## config.mk

```make
export PLATFORM = sky130hd
export DESIGN_NAME = compressor_two_control
export DESIGN_NICKNAME = d
export VERILOG_FILES = /design/src/hw/compressor_two_pkg.sv /design/src/hw/path_enable_gate.sv /design/src/hw/compressor_two_control.sv
export VERILOG_INCLUDE_DIRS = /design/src /design/src/hw
export SDC_FILE = /design/constraint.sdc
export NUM_CORES = 1
export LEC_CHECK = 0
export BUFFER_PORTS_ARGS = -buffer_cell sky130_fd_sc_hd__buf_2
export CAP_MARGIN = 10
export CORE_MARGIN = 8
export CORE_UTILIZATION = 30
export CTS_CLUSTER_DIAMETER = 40
export DETAILED_ROUTE_END_ITERATION = 6
export PLACE_DENSITY = 0.48
export SYNTH_ARGS = -nofsm -noshare
export SYNTH_HDL_FRONTEND = slang
export SYNTH_SLANG_ARGS = --single-unit
```

## constraint.sdc

```tcl
create_clock -name clk -period 3.55 [get_ports clk]
set_input_delay 0.5325 -clock clk [delete_from_list [all_inputs] [get_ports clk]]
set_output_delay 0.5325 -clock clk [all_outputs]
set_load 0.1 [all_outputs]
```

## src/hw/compressor_two_consts.svh

```systemverilog
// Functional notes
// Effects status word bits 15:4 are read-only path enable flags, 1 means enabled.
// Flags 11:8 equalisers 4..1, 7:6 compressor two R/L, 5:4 one R/L, 3:0 filters.
// Attack rate bits 31:28, 181 us doubling to 185.6 ms; 0 and 12-15 reserved; reset 4.
// Decay rate bits 27:24, 1.45 ms doubling to 2.97 s; 12-15 reserved; reset 9.
// Floor gain bits 20:18, 0/-12/-18/-24/-36 dB; others reserved; reset 100.
// Ceiling gain bits 17:16, 12/18/24/36 dB; reset 11.
// RMS detect threshold bits 15:11, -30 dB down in 1.5 dB steps.
// Crest threshold bits 10:9, 12/18/24/30 dB, used in peak mode only.
// Detect mode bit 7, 0 peak, 1 RMS; resets to 0.
// Enables: gate 8, detect 6, knee two 5, quick release 4, clip guard 3.
// Compressor path enable refused when clock too slow; running paths stay untouched.
// Reserved rate or gain codes are ignored; previous valid setting is kept.
`ifndef COMPRESSOR_TWO_CONSTS_SVH
`define COMPRESSOR_TWO_CONSTS_SVH

// ----------------------------------------------------------------
// Register map
// ----------------------------------------------------------------
`define ADDR_EFFECTS_ENABLE_STATUS      16'ha804
`define ADDR_PATH_REQUEST   16'ha808
`define ADDR_IRQ_STATUS     16'ha810
`define ADDR_IRQ_MASK       16'ha814
`define ADDR_COMP2_CTRL_B   16'hab18

// ----------------------------------------------------------------
// Field positions
// ----------------------------------------------------------------
`define FX_FLAGS_LSB        4
`define FX_FLAGS_MSB        15
`define NUM_PATHS           12
`define COMP2_RIGHT_BIT     7
`define COMP2_LEFT_BIT      6
`define COMP_FIRST_BIT      4
`define COMP_LAST_BIT       7
`define ATK_MSB             31
`define ATK_LSB             28
`define DCY_MSB             27
`define DCY_LSB             24
`define MINGAIN_MSB         20
`define MINGAIN_LSB         18
`define MAXGAIN_MSB         17
`define MAXGAIN_LSB         16
`define RMS_MSB             15
`define RMS_LSB             11
`define PK_MSB              10
`define PK_LSB              9
`define NG_BIT              8
`define MODE_BIT            7
`define DET_BIT             6
`define KNEE2_BIT           5
`define QR_BIT              4
`define ANTICLIP_BIT        3
`define CTRL_WRITE_MASK     32'hff1f_fff8
`define IRQ_REFUSED_BIT     0
`define IRQ_DETECT_BIT      1
`define IRQ_WIDTH           2

// ----------------------------------------------------------------
// Reset values and code limits
// ----------------------------------------------------------------
`define CTRL_RESET          32'h4913_0018
`define ATK_RESERVED_LOW    4'h0
`define RATE_LAST_VALID     4'hb
`define MINGAIN_LAST_VALID  3'h4

// ----------------------------------------------------------------
// Detector scaling, all levels in 1.5 dB steps; RMS counted down from full scale, crest counted upward
// ----------------------------------------------------------------
`define RMS_BASE_STEPS      7'h14
`define CREST_BASE_STEPS    6'h08
`define CREST_STEP_STEPS    6'h04

`endif

```

## src/hw/compressor_two_pkg.sv

```systemverilog
package compressor_two_pkg;

	typedef enum logic {
		DETECT_PEAK = 1'b0,
		DETECT_RMS  = 1'b1
	} detect_mode_t;

	typedef logic [3:0]  rate_code_t;
	typedef logic [2:0]  floor_code_t;
	typedef logic [1:0]  ceiling_code_t;
	typedef logic [31:0] word_t;

endpackage

```

## src/hw/path_enable_gate.sv

```systemverilog
`timescale 1ns/100ps
module path_enable_gate #(
	parameter bit CLOCK_CHECKED = 1'b0
) (
	// Clock and reset
	input  wire logic clk,
	input  wire logic rst_b,
	// Request and clock adequacy
	input  wire logic request,
	input  wire logic clock_ok,
	// Path state
	output logic      active,
	output logic      refused
);

	logic request_q;
	logic request_d;
	logic active_q;
	logic active_d;
	logic refused_q;
	logic refused_d;

	always_comb begin
		request_d = request;
		active_d  = active_q;
		refused_d = 1'b0;
		if (!request) begin
			active_d = 1'b0;
		end else if (!request_q && !active_q) begin
			// Only the attempt itself is checked; a running path is never dropped
			if (CLOCK_CHECKED && !clock_ok) begin
				refused_d = 1'b1;
			end else begin
				active_d = 1'b1;
			end
		end
	end

	always_ff @(posedge clk or negedge rst_b) begin
		if (!rst_b) begin
			request_q <= 1'b0;
			active_q  <= 1'b0;
			refused_q <= 1'b0;
		end else begin
			request_q <= request_d;
			active_q  <= active_d;
			refused_q <= refused_d;
		end
	end

	assign active  = active_q;
	assign refused = refused_q;

endmodule

```

## src/hw/compressor_two_control.sv

```systemverilog
// Implementation choice: register access over Avalon-MM.
`timescale 1ns/100ps
`include "compressor_two_consts.svh"
module compressor_two_control (
	// Clock and reset
	input  wire logic        clk,
	input  wire logic        rst_b,
	// Avalon-MM slave
	input  wire logic [15:0] address,
	input  wire logic        read,
	input  wire logic        write,
	input  wire logic [31:0] writedata,
	input  wire logic [3:0]  byteenable,
	output logic      [31:0] readdata,
	output logic             waitrequest,
	// Clock adequacy pin, asynchronous
	input  wire logic        clock_ok_pin,
	// Level detector feed
	input  wire logic        level_valid,
	input  wire logic [6:0]  rms_level_down,
	input  wire logic [5:0]  crest_level,
	// Path state
	output logic      [11:0] path_active,
	// Compressor two settings
	output logic      [3:0]  gain_attack_rate,
	output logic      [3:0]  gain_decay_rate,
	output logic      [2:0]  floor_gain_limit,
	output logic      [1:0]  ceiling_gain_limit,
	output logic      [4:0]  rms_detect_threshold,
	output logic      [1:0]  crest_detect_threshold,
	output logic             noise_gate_on,
	output logic             detect_threshold_select,
	output logic             signal_detect_on,
	output logic             second_knee_output_on,
	output logic             quick_release_on,
	output logic             clip_guard_on,
	// Detection and interrupt
	output logic             signal_detected,
	output logic             irq
);

	// ----------------------------------------------------------------
	// Clock adequacy synchroniser
	// ----------------------------------------------------------------
	logic clk_ok_meta_q;
	logic clk_ok_meta_d;
	logic clk_ok_sync_q;
	logic clk_ok_sync_d;

	// The pin may move at any instant, so logic reads only the second stage
	always_comb begin
		clk_ok_meta_d = clock_ok_pin;
		clk_ok_sync_d = clk_ok_meta_q;
	end

	always_ff @(posedge clk or negedge rst_b) begin
		if (!rst_b) begin
			clk_ok_meta_q <= 1'b0;
			clk_ok_sync_q <= 1'b0;
		end else begin
			clk_ok_meta_q <= clk_ok_meta_d;
			clk_ok_sync_q <= clk_ok_sync_d;
		end
	end

	// ----------------------------------------------------------------
	// Bus handshake: one wait cycle, answer on the second
	// ----------------------------------------------------------------
	logic ack_q;
	logic ack_d;
	logic take;
	logic wr_take;
	logic rd_take;

	// A fixed single wait state lets read data come straight from a flip-flop
	always_comb begin
		ack_d = (read || write) && !ack_q;
	end

	assign waitrequest = (read || write) && !ack_q;
	assign take        = ack_q && (read || write);
	assign wr_take     = take && write;
	assign rd_take     = take && read;

	// ----------------------------------------------------------------
	// Address decode
	// ----------------------------------------------------------------
	logic hit_request;
	logic hit_irq_status;
	logic hit_irq_mask;
	logic hit_ctrl;

	always_comb begin
		hit_request    = address == `ADDR_PATH_REQUEST;
		hit_irq_status = address == `ADDR_IRQ_STATUS;
		hit_irq_mask   = address == `ADDR_IRQ_MASK;
		hit_ctrl       = address == `ADDR_COMP2_CTRL_B;
	end

	// ----------------------------------------------------------------
	// Path enable requests and gating
	// ----------------------------------------------------------------
	logic [11:0] request_q;
	logic [11:0] request_d;
	logic [11:0] active_w;
	logic [11:0] refused_w;

	always_comb begin
		request_d = request_q;
		if (wr_take && hit_request) begin
			if (byteenable[0]) begin
				request_d[7:0] = writedata[7:0];
			end
			// Upper lane holds only the four equaliser requests
			if (byteenable[1]) begin
				request_d[11:8] = writedata[11:8];
			end
		end
	end

	// Only compressor paths are held back by a slow clock
	genvar gi;
	generate
		for (gi = 0; gi < `NUM_PATHS; gi++) begin : g_path
			path_enable_gate #(
				.CLOCK_CHECKED(gi >= `COMP_FIRST_BIT && gi <= `COMP_LAST_BIT)
			) u_gate (
				.clk     (clk),
				.rst_b   (rst_b),
				.request (request_q[gi]),
				.clock_ok(clk_ok_sync_q),
				.active  (active_w[gi]),
				.refused (refused_w[gi])
			);
		end
	endgenerate

	assign path_active = active_w;

	// ----------------------------------------------------------------
	// Control word with reserved-code filtering
	// ----------------------------------------------------------------
	compressor_two_pkg::word_t ctrl_q;
	compressor_two_pkg::word_t ctrl_d;
	compressor_two_pkg::word_t merged;

	always_comb begin
		merged = ctrl_q;
		for (int b = 0; b < 4; b++) begin
			if (byteenable[b]) begin
				merged[8*b +: 8] = writedata[8*b +: 8];
			end
		end
		// Reserved bits never store, so they always read back as zero
		merged = merged & `CTRL_WRITE_MASK;
		ctrl_d = ctrl_q;
		if (wr_take && hit_ctrl) begin
			ctrl_d = merged;
			// A reserved code leaves only its own field as it was
			if (merged[`ATK_MSB:`ATK_LSB] == `ATK_RESERVED_LOW
				|| merged[`ATK_MSB:`ATK_LSB] > `RATE_LAST_VALID) begin
				ctrl_d[`ATK_MSB:`ATK_LSB] = ctrl_q[`ATK_MSB:`ATK_LSB];
			end
			if (merged[`DCY_MSB:`DCY_LSB] > `RATE_LAST_VALID) begin
				ctrl_d[`DCY_MSB:`DCY_LSB] = ctrl_q[`DCY_MSB:`DCY_LSB];
			end
			if (merged[`MINGAIN_MSB:`MINGAIN_LSB] > `MINGAIN_LAST_VALID) begin
				ctrl_d[`MINGAIN_MSB:`MINGAIN_LSB] =
					ctrl_q[`MINGAIN_MSB:`MINGAIN_LSB];
			end
		end
	end

	always_ff @(posedge clk or negedge rst_b) begin
		if (!rst_b) begin
			ctrl_q    <= `CTRL_RESET;
			request_q <= 12'h000;
			ack_q     <= 1'b0;
		end else begin
			ctrl_q    <= ctrl_d;
			request_q <= request_d;
			ack_q     <= ack_d;
		end
	end

	assign gain_attack_rate        = ctrl_q[`ATK_MSB:`ATK_LSB];
	assign gain_decay_rate         = ctrl_q[`DCY_MSB:`DCY_LSB];
	assign floor_gain_limit        = ctrl_q[`MINGAIN_MSB:`MINGAIN_LSB];
	assign ceiling_gain_limit      = ctrl_q[`MAXGAIN_MSB:`MAXGAIN_LSB];
	assign rms_detect_threshold    = ctrl_q[`RMS_MSB:`RMS_LSB];
	assign crest_detect_threshold  = ctrl_q[`PK_MSB:`PK_LSB];
	assign noise_gate_on           = ctrl_q[`NG_BIT];
	assign detect_threshold_select = ctrl_q[`MODE_BIT];
	assign signal_detect_on        = ctrl_q[`DET_BIT];
	assign second_knee_output_on   = ctrl_q[`KNEE2_BIT];
	assign quick_release_on        = ctrl_q[`QR_BIT];
	assign clip_guard_on           = ctrl_q[`ANTICLIP_BIT];

	// ----------------------------------------------------------------
	// Signal detector
	// ----------------------------------------------------------------
	// Levels arrive as 1.5 dB steps so every threshold is a plain compare
	logic       detect_q;
	logic       detect_d;
	logic [6:0] rms_limit;
	logic [5:0] crest_limit;
	logic       over_threshold;
	logic       comp2_running;

	always_comb begin
		rms_limit   = `RMS_BASE_STEPS + {2'b00, ctrl_q[`RMS_MSB:`RMS_LSB]};
		crest_limit = `CREST_BASE_STEPS
			+ 6'(`CREST_STEP_STEPS * {4'h0, ctrl_q[`PK_MSB:`PK_LSB]});
		// Detection only means something while a compressor two path runs
		comp2_running = active_w[`COMP2_RIGHT_BIT] || active_w[`COMP2_LEFT_BIT];
		if (compressor_two_pkg::detect_mode_t'(ctrl_q[`MODE_BIT])
			== compressor_two_pkg::DETECT_RMS) begin
			over_threshold = rms_level_down <= rms_limit;
		end else begin
			over_threshold = crest_level >= crest_limit;
		end
		detect_d = detect_q;
		if (!ctrl_q[`DET_BIT] || !comp2_running) begin
			detect_d = 1'b0;
		end else if (level_valid) begin
			detect_d = over_threshold;
		end
	end

	// ----------------------------------------------------------------
	// Interrupt status, mask and read data
	// ----------------------------------------------------------------
	logic [1:0]  irq_status_q;
	logic [1:0]  irq_status_d;
	logic [1:0]  irq_mask_q;
	logic [1:0]  irq_mask_d;
	logic [1:0]  events;
	logic [31:0] readdata_q;
	logic [31:0] readdata_d;

	always_comb begin
		events = 2'b00;
		events[`IRQ_REFUSED_BIT] = |refused_w;
		events[`IRQ_DETECT_BIT]  = detect_d && !detect_q;
		irq_status_d = irq_status_q;
		// Clearing read and a new event in the same cycle keep the event
		if (rd_take && hit_irq_status) begin
			// Only bits already returned are cleared; an event during the read survives
			irq_status_d = irq_status_q & ~readdata_q[`IRQ_WIDTH-1:0];
		end
		irq_status_d = irq_status_d | events;
		irq_mask_d = irq_mask_q;
		// Mask bits sit in the lowest byte lane
		if (wr_take && hit_irq_mask && byteenable[0]) begin
			irq_mask_d = writedata[`IRQ_WIDTH-1:0];
		end
		// Captured in the wait cycle so the answer stands in a register
		readdata_d = readdata_q;
		if ((read || write) && !ack_q) begin
			readdata_d = 32'h0000_0000;
			if (read) begin
				case (address)
					`ADDR_EFFECTS_ENABLE_STATUS: begin
						readdata_d[`FX_FLAGS_MSB:`FX_FLAGS_LSB] = active_w;
					end
					`ADDR_PATH_REQUEST: begin
						readdata_d[11:0] = request_q;
					end
					`ADDR_IRQ_STATUS: begin
						readdata_d[`IRQ_WIDTH-1:0] = irq_status_q;
					end
					`ADDR_IRQ_MASK: begin
						readdata_d[`IRQ_WIDTH-1:0] = irq_mask_q;
					end
					`ADDR_COMP2_CTRL_B: begin
						readdata_d = ctrl_q;
					end
					default: begin
						readdata_d = 32'h0000_0000;
					end
				endcase
			end
		end
	end

	always_ff @(posedge clk or negedge rst_b) begin
		if (!rst_b) begin
			detect_q     <= 1'b0;
			irq_status_q <= 2'b00;
			irq_mask_q   <= 2'b00;
			readdata_q   <= 32'h0000_0000;
		end else begin
			detect_q     <= detect_d;
			irq_status_q <= irq_status_d;
			irq_mask_q   <= irq_mask_d;
			readdata_q   <= readdata_d;
		end
	end

	assign signal_detected = detect_q;
	assign irq             = |(irq_status_q & irq_mask_q);
	assign readdata        = readdata_q;

endmodule

```

# Word-level counts from Yosys, hierarchy flattened
# Index checks and enable logic that the tools add are counted.
[totals]
word_cells = 193
inputBits = 71
output_inout_bits = 73
regBits = 106
[classes]
n_reduce_logical = 69
bitwise = 7
order_cmp = 5
mux = 46
eq_ne = 21
add_sub_neg = 2
[ops]
columns = ["cell", "count"]
rows = [
  ["$eq A16 B16 Y1 const B", 5],
  ["$mux W1", 37],
  ["$mux W32", 1],
  ["$logic_not A1 Y1", 28],
  ["$ne A2 B1 Y1 const B", 12],
  ["$pmux W8 S3", 1],
  ["$reduce_and A2 Y1", 12],
  ["$logic_and A1 B1 Y1", 22],
  ["$mux W16", 1],
  ["$gt A4 B4 Y1 const B", 2],
  ["$mux W8", 1],
  ["$ne A2 B2 Y1 const B", 4],
  ["$pmux W4 S2", 1],
  ["$le A7 B6 Y1", 1],
  ["$add A5 B5 Y6 const A", 1],
  ["$ge A6 B5 Y1", 1],
  ["$pmux W2 S3", 1],
  ["$add A4 B4 Y5 const A", 1],
  ["$mux W5", 1],
  ["$and A2 B2 Y2", 2],
  ["$logic_not A4 Y1", 1],
  ["$logic_or A1 B1 Y1", 4],
  ["$pmux W2 S2", 1],
  ["$reduce_or A4 Y1", 1],
  ["6 further kinds", 8],
]

# Logic depth before layout (Yosys ltp)
[logic_depth]
ltp_word = 7
depth_mapped = 8
depth_no_buf = 8

# Cells and area by module
# From an unflattened synthesis, not the netlist that was laid out.
[unflattened]
cells_unflattened = 372
area_unflattened_um2 = 4558.1
[modules_own_cells]
columns = ["mod", "cells_each", "n_inst", "seq_area_each_um2", "area_per_inst_um2"]
rows = [
  ["compressor_two_control", 300, 1, 1886.8, 3562.2],
  ["path_enable_gate (g_path[0].u_gate ...)", 6, 8, 50.0, 72.6],
  ["path_enable_gate (g_path[4].u_gate ...)", 6, 4, 75.1, 103.8],
]

# Worst setup path after synthesis
# Ideal clock, no wire load.
[synth_timing]
path_type = "reg2reg"
startpoint = "register ctrl_q[13]"
endpoint = "register irq_status_q[1]"
path_slack_ps = 1058
stages_incl_launch_ff = 8
arrival_ps = 2400
synth_period_minus_slack_ps = 2492
required_ps = 3459
path_buffers = 0
path_cell_list = "dfrtp_1 ha_1 xor2_1 ha_1 a21o_1 a2111oi_0 o21ai_0 o2bb2ai_1"
[synth_via]
elab_chain_cells = 7
[synth_lines]
columns = ["element", "line", "source"]
rows = [
  ["from (decl)", "compressor_two_control.sv:143", "compressor_two_pkg::word_t ctrl_q;"],
  ["from (signal assigned)", "compressor_two_control.sv:176", "ctrl_q <= `CTRL_RESET;"],
  ["from (signal assigned)", "compressor_two_control.sv:180", "ctrl_q <= ctrl_d;"],
  ["$add A5 B5 Y6 (no line)", "-", ""],
  ["$le A7 B6 Y1", "compressor_two_control.sv:218", "over_threshold = rms_level_down <= rms_limit;"],
  ["$mux W1", "compressor_two_control.sv:216", "if (compressor_two_pkg::detect_mode_t'(ctrl_q[`MODE_BIT])"],
  ["$mux W1", "compressor_two_control.sv:225", "end else if (level_valid) begin"],
  ["$mux W1", "compressor_two_control.sv:223", "if (!ctrl_q[`DET_BIT] || !comp2_running) begin"],
  ["$logic_and A1 B1 Y1", "compressor_two_control.sv:244", "events[`IRQ_DETECT_BIT] = detect_d && !detect_q;"],
  ["$or A2 B2 Y2", "compressor_two_control.sv:251", "irq_status_d = irq_status_d | events;"],
  ["named net irq_status_d[1]", "compressor_two_control.sv:234", "logic [1:0] irq_status_d;"],
  ["to (signal assigned)", "compressor_two_control.sv:294", "irq_status_q <= irq_status_d;"],
  ["to (decl)", "compressor_two_control.sv:233", "logic [1:0] irq_status_q;"],
]
# The timed path passes the listed nets, and every way through them passes these cells.
# A chain may end at the register's enable or synchronous reset.

# Worst setup path in the final report
# Ends and elaborated chain as after synthesis.

==> results.py <==
metrics = {
    "outcome": {
        "status": "completed",
    },
    "clock_network": {
        "clk_latency_ps": 350,
        "cts_tree": "built",
        "cts_sinks": 103,
        "cts-htree-levels": 3,
        "post_cts_hold_buffer_count": 0,
        "clk_pin_slew_ps": 70,
        "cts_buffers": 9,
        "post_cts_resize_count": 0,
        "clock_tree.root_cell": "clkbuf_16",
        "cts_setup_buffers": 0,
        "clk_path_buf_depth": 2,
    },
    "layout": {
        "nFillCells": 1479,
        "regArea_mm2": 0.00259,
        "multi_input_area_mm2": 0.00175,
        "nets": 599,
        "diodes": 0,
        "area_growth_pct": 24.9,
        "layout-drive-gt1-share_pct": 39.8,
        "utilization_pct": 37.9,
        "layoutNonFillerInstCount": 711,
    },
    "place": {
        "portBuffers": 137,
        "place_inst": 695,
        "dp_hpwl_mm": 10.1,
        "globalplace.congestion": 0.767,
    },
    "floorplan": {
        "die_h_um": 139,
        "io_pins": 144,
        "rows": 45,
        "core_mm2": 0.0150,
        "die_area_mm2": 0.0193,
        "initial_core_util_pct": 30.3,
        "die_x_um": 139,
    },
    "grt": {
        "grt_max_degree": 64,
        "grt_overflow_total": 0,
        "grt_pass1_wl_mm": 20.9,
        "first_global_vias": 3687,
        "antenna_found_initial": 2,
        "grt_usage_pct": 13.8,
    },
    "synth": {
        "ys_ff_latch": 103,
        "synth_top_flop_cell": "dfrtp_1",
        "synth.distinct_cells": 56,
        "async_flop_share_pct": 100,
        "syn_area_mm2": 0.00454,
        "yosysWarnings": 0,
        "synth_edf_count": 0,
        "netlist_instances": 385,
        "ys_seq_area_share_pct": 56.9,
        "avgSynthCellArea_um2": 11.8,
    },
    "sta": {
        "setup_viol": 0,
        "finalHoldWorstSlack_ps": 275,
        "post-route-period-util_pct": 63.7,
        "drv_slew": 0,
        "final_hold_viol_count": 0,
        "grt_setup_unrepaired": "no",
        "max_freq_mhz": 442,
        "tns_ps": 0,
        "final.setup_skew_ps": 7.30,
        "period_needed_ps": 2260,
        "tightest_slew_ps": 852,
        "slew_headroom_pct": 42.8,
    },
    "routing": {
        "drt_iter0_markers": 164,
        "drt_pre_antenna_iters": 5,
        "viasPerCell": 5.04,
        "wl_per_cell_um": 18.5,
        "wirelength_mm": 13.2,
        "via_count": 3585,
        "drc": 0,
        "antenna_left": 0,
    },
    "worst_setup_path": {
        "cp_data_arrival_time_ps": 2530,
        "crit_required_ps": 3820,
        "crit_type": "reg2reg",
        "end_kind": "flop",
        "path_max_fanout": 6,
        "setup.worst_path.start_class": "flop",
    },
    "pwr": {
        "power_density_mw_per_mm2": 403,
        "leakage_uw": 0.00289,
        "peakVddDrop_v": 0.000251,
    },
    "min_path": {
        "hp-class": "in2async",
    },
    "job": {
        "drv_cap": 0,
    },
}
[area by class of cell]
type                    instances  share of cell area [%]
flip-flops and latches        103                    45.6
clock buffers                   9                    3.97
multi-input cells             240                    30.8
repair buffers                142                    13.0
clock inverters                 7                    1.01
inverters                      22                    1.46
well taps                     188                    4.15
[sequential cells by signal (all words and copies together) (netlist names), named ones only]
register and count:
readdata 29, ctrl_q 24, g_path.u_gate.active 12, g_path.u_gate.request_q 12
request_q 12, g_path.u_gate.refused 4, irq_mask_q 2, irq_status_q 2
ack_q 1, clk_ok_meta_q 1, clk_ok_sync_q 1, signal_detected 1
[cells by family (layout without fill, tap and decap cells)]
group | after synthesis | in the layout | synth area share (%)
buffers and inverters | 44 | 180 | 4.96
flip-flops | 103 | 103 | 56.9
multiplexers | 33 | 33 | 8.12
AO/OA/AOI/OAI | 93 | 93 | 13.9
other | 1 | 3 | 0.0825
AND/OR/NAND/NOR | 100 | 100 | 13.1
adder cells (fa/ha/maj) | 10 | 10 | 2.75
XOR/XNOR | 1 | 1 | 0.193
[worst paths after layout]
check | startpoint | endpoint | slack (ps) | cells after the start
setup / recovery | ctrl_q[13] | irq_status_q[1] | 1290 | 8
hold / removal | rst_b | readdata[12] | 270 | 1
setup reg to reg | ctrl_q[13] | irq_status_q[1] | 1290 | 8
hold reg to reg | clk_ok_meta_q | clk_ok_sync_q | 360 | 0
max in group asynchronous | rst_b | ctrl_q[4] | 2480 | 2
min in group clk | clock_ok_pin | clk_ok_meta_q | 280 | 1
[layer usage]
metal	up-vias	track usage [%]	wire length [um]
met2	132	21.6	6130
met5	-	0	23
met3	22	5.71	987
met1	1783	17.2	5870
li1	1644	-	-
met4	4	3.47	154
[power breakdown]
group	switching, uW	internal, uW	total, uW	leakage (uW)
Sequential	3.51	1180	1180	0.00140
Clock	462	484	946	0.000134
Combinational	109	48.7	158	0.00136
Total	575	1710	2280	0.00289
[synthesized netlist by cell type, types with 3 or more instances]
library cell	n	area (um^2)
a21boi_0	8	60.1
a21oi_1	21	105
a222oi_1	4	40.0
a22o_1	15	131
a22oi_1	6	45.0
buf_2	3	15.0
buf_4	15	113
clkbuf_1	3	11.3
dfrtp_1	95	2380
dfstp_2	8	210
ha_1	10	125
inv_1	22	82.6
mux2_2	30	338
nand2_1	26	97.6
nand3_1	21	105
nor2_1	10	37.5
nor2b_1	7	43.8
nor3_1	5	25.0
nor4b_1	6	52.6
o21a_1	6	45.0
o21ai_0	18	90.1
o31ai_1	3	22.5
[per-stage QoR]
| stage | total power (uW) | area [um^2] | setup WS (ps) |
|---|---|---|---|
| after floorplan | 1270 | 4550 | 1060 |
| after global placement | 1360 | 5390 | 1060 |
| after detailed placement | 1360 | 5390 | 1030 |
| after CTS | 2330 | 5670 | 1220 |
| after global routing | 2390 | 5670 | 1100 |
| final | 2280 | 5670 | 1290 |
[worst max-delay path, cell delays in order (launching register included)]
cell,delay [ps]
dfrtp_1,450
ha_1,230
xor2_1,140
ha_1,300
nand4b_1,140
a21oi_1,50
a2111oi_0,460
o21ai_0,230
o2bb2ai_1,190
[cell usage in the layout, fill, tap and decap left out, types with 3 or more instances in the layout]
cell type	Yosys	final
buf_2	3	136
dfrtp_1	95	95
mux2_2	30	30
nand2_1	26	26
inv_1	22	22
a21oi_1	21	21
nand3_1	21	21
o21ai_0	18	17
a22o_1	15	15
nor2_1	10	10
ha_1	10	10
clkbuf_16	0	9
a21boi_0	8	8
dfstp_2	8	8
nor2b_1	7	7
nor4b_1	6	6
a22oi_1	6	6
o21a_1	6	6
buf_4	15	5
nor3_1	5	4
a222oi_1	4	4
nor3_2	2	3
o31ai_1	3	3
conb_1	1	3
Note: power is estimated with default switching activity, not from simulation.
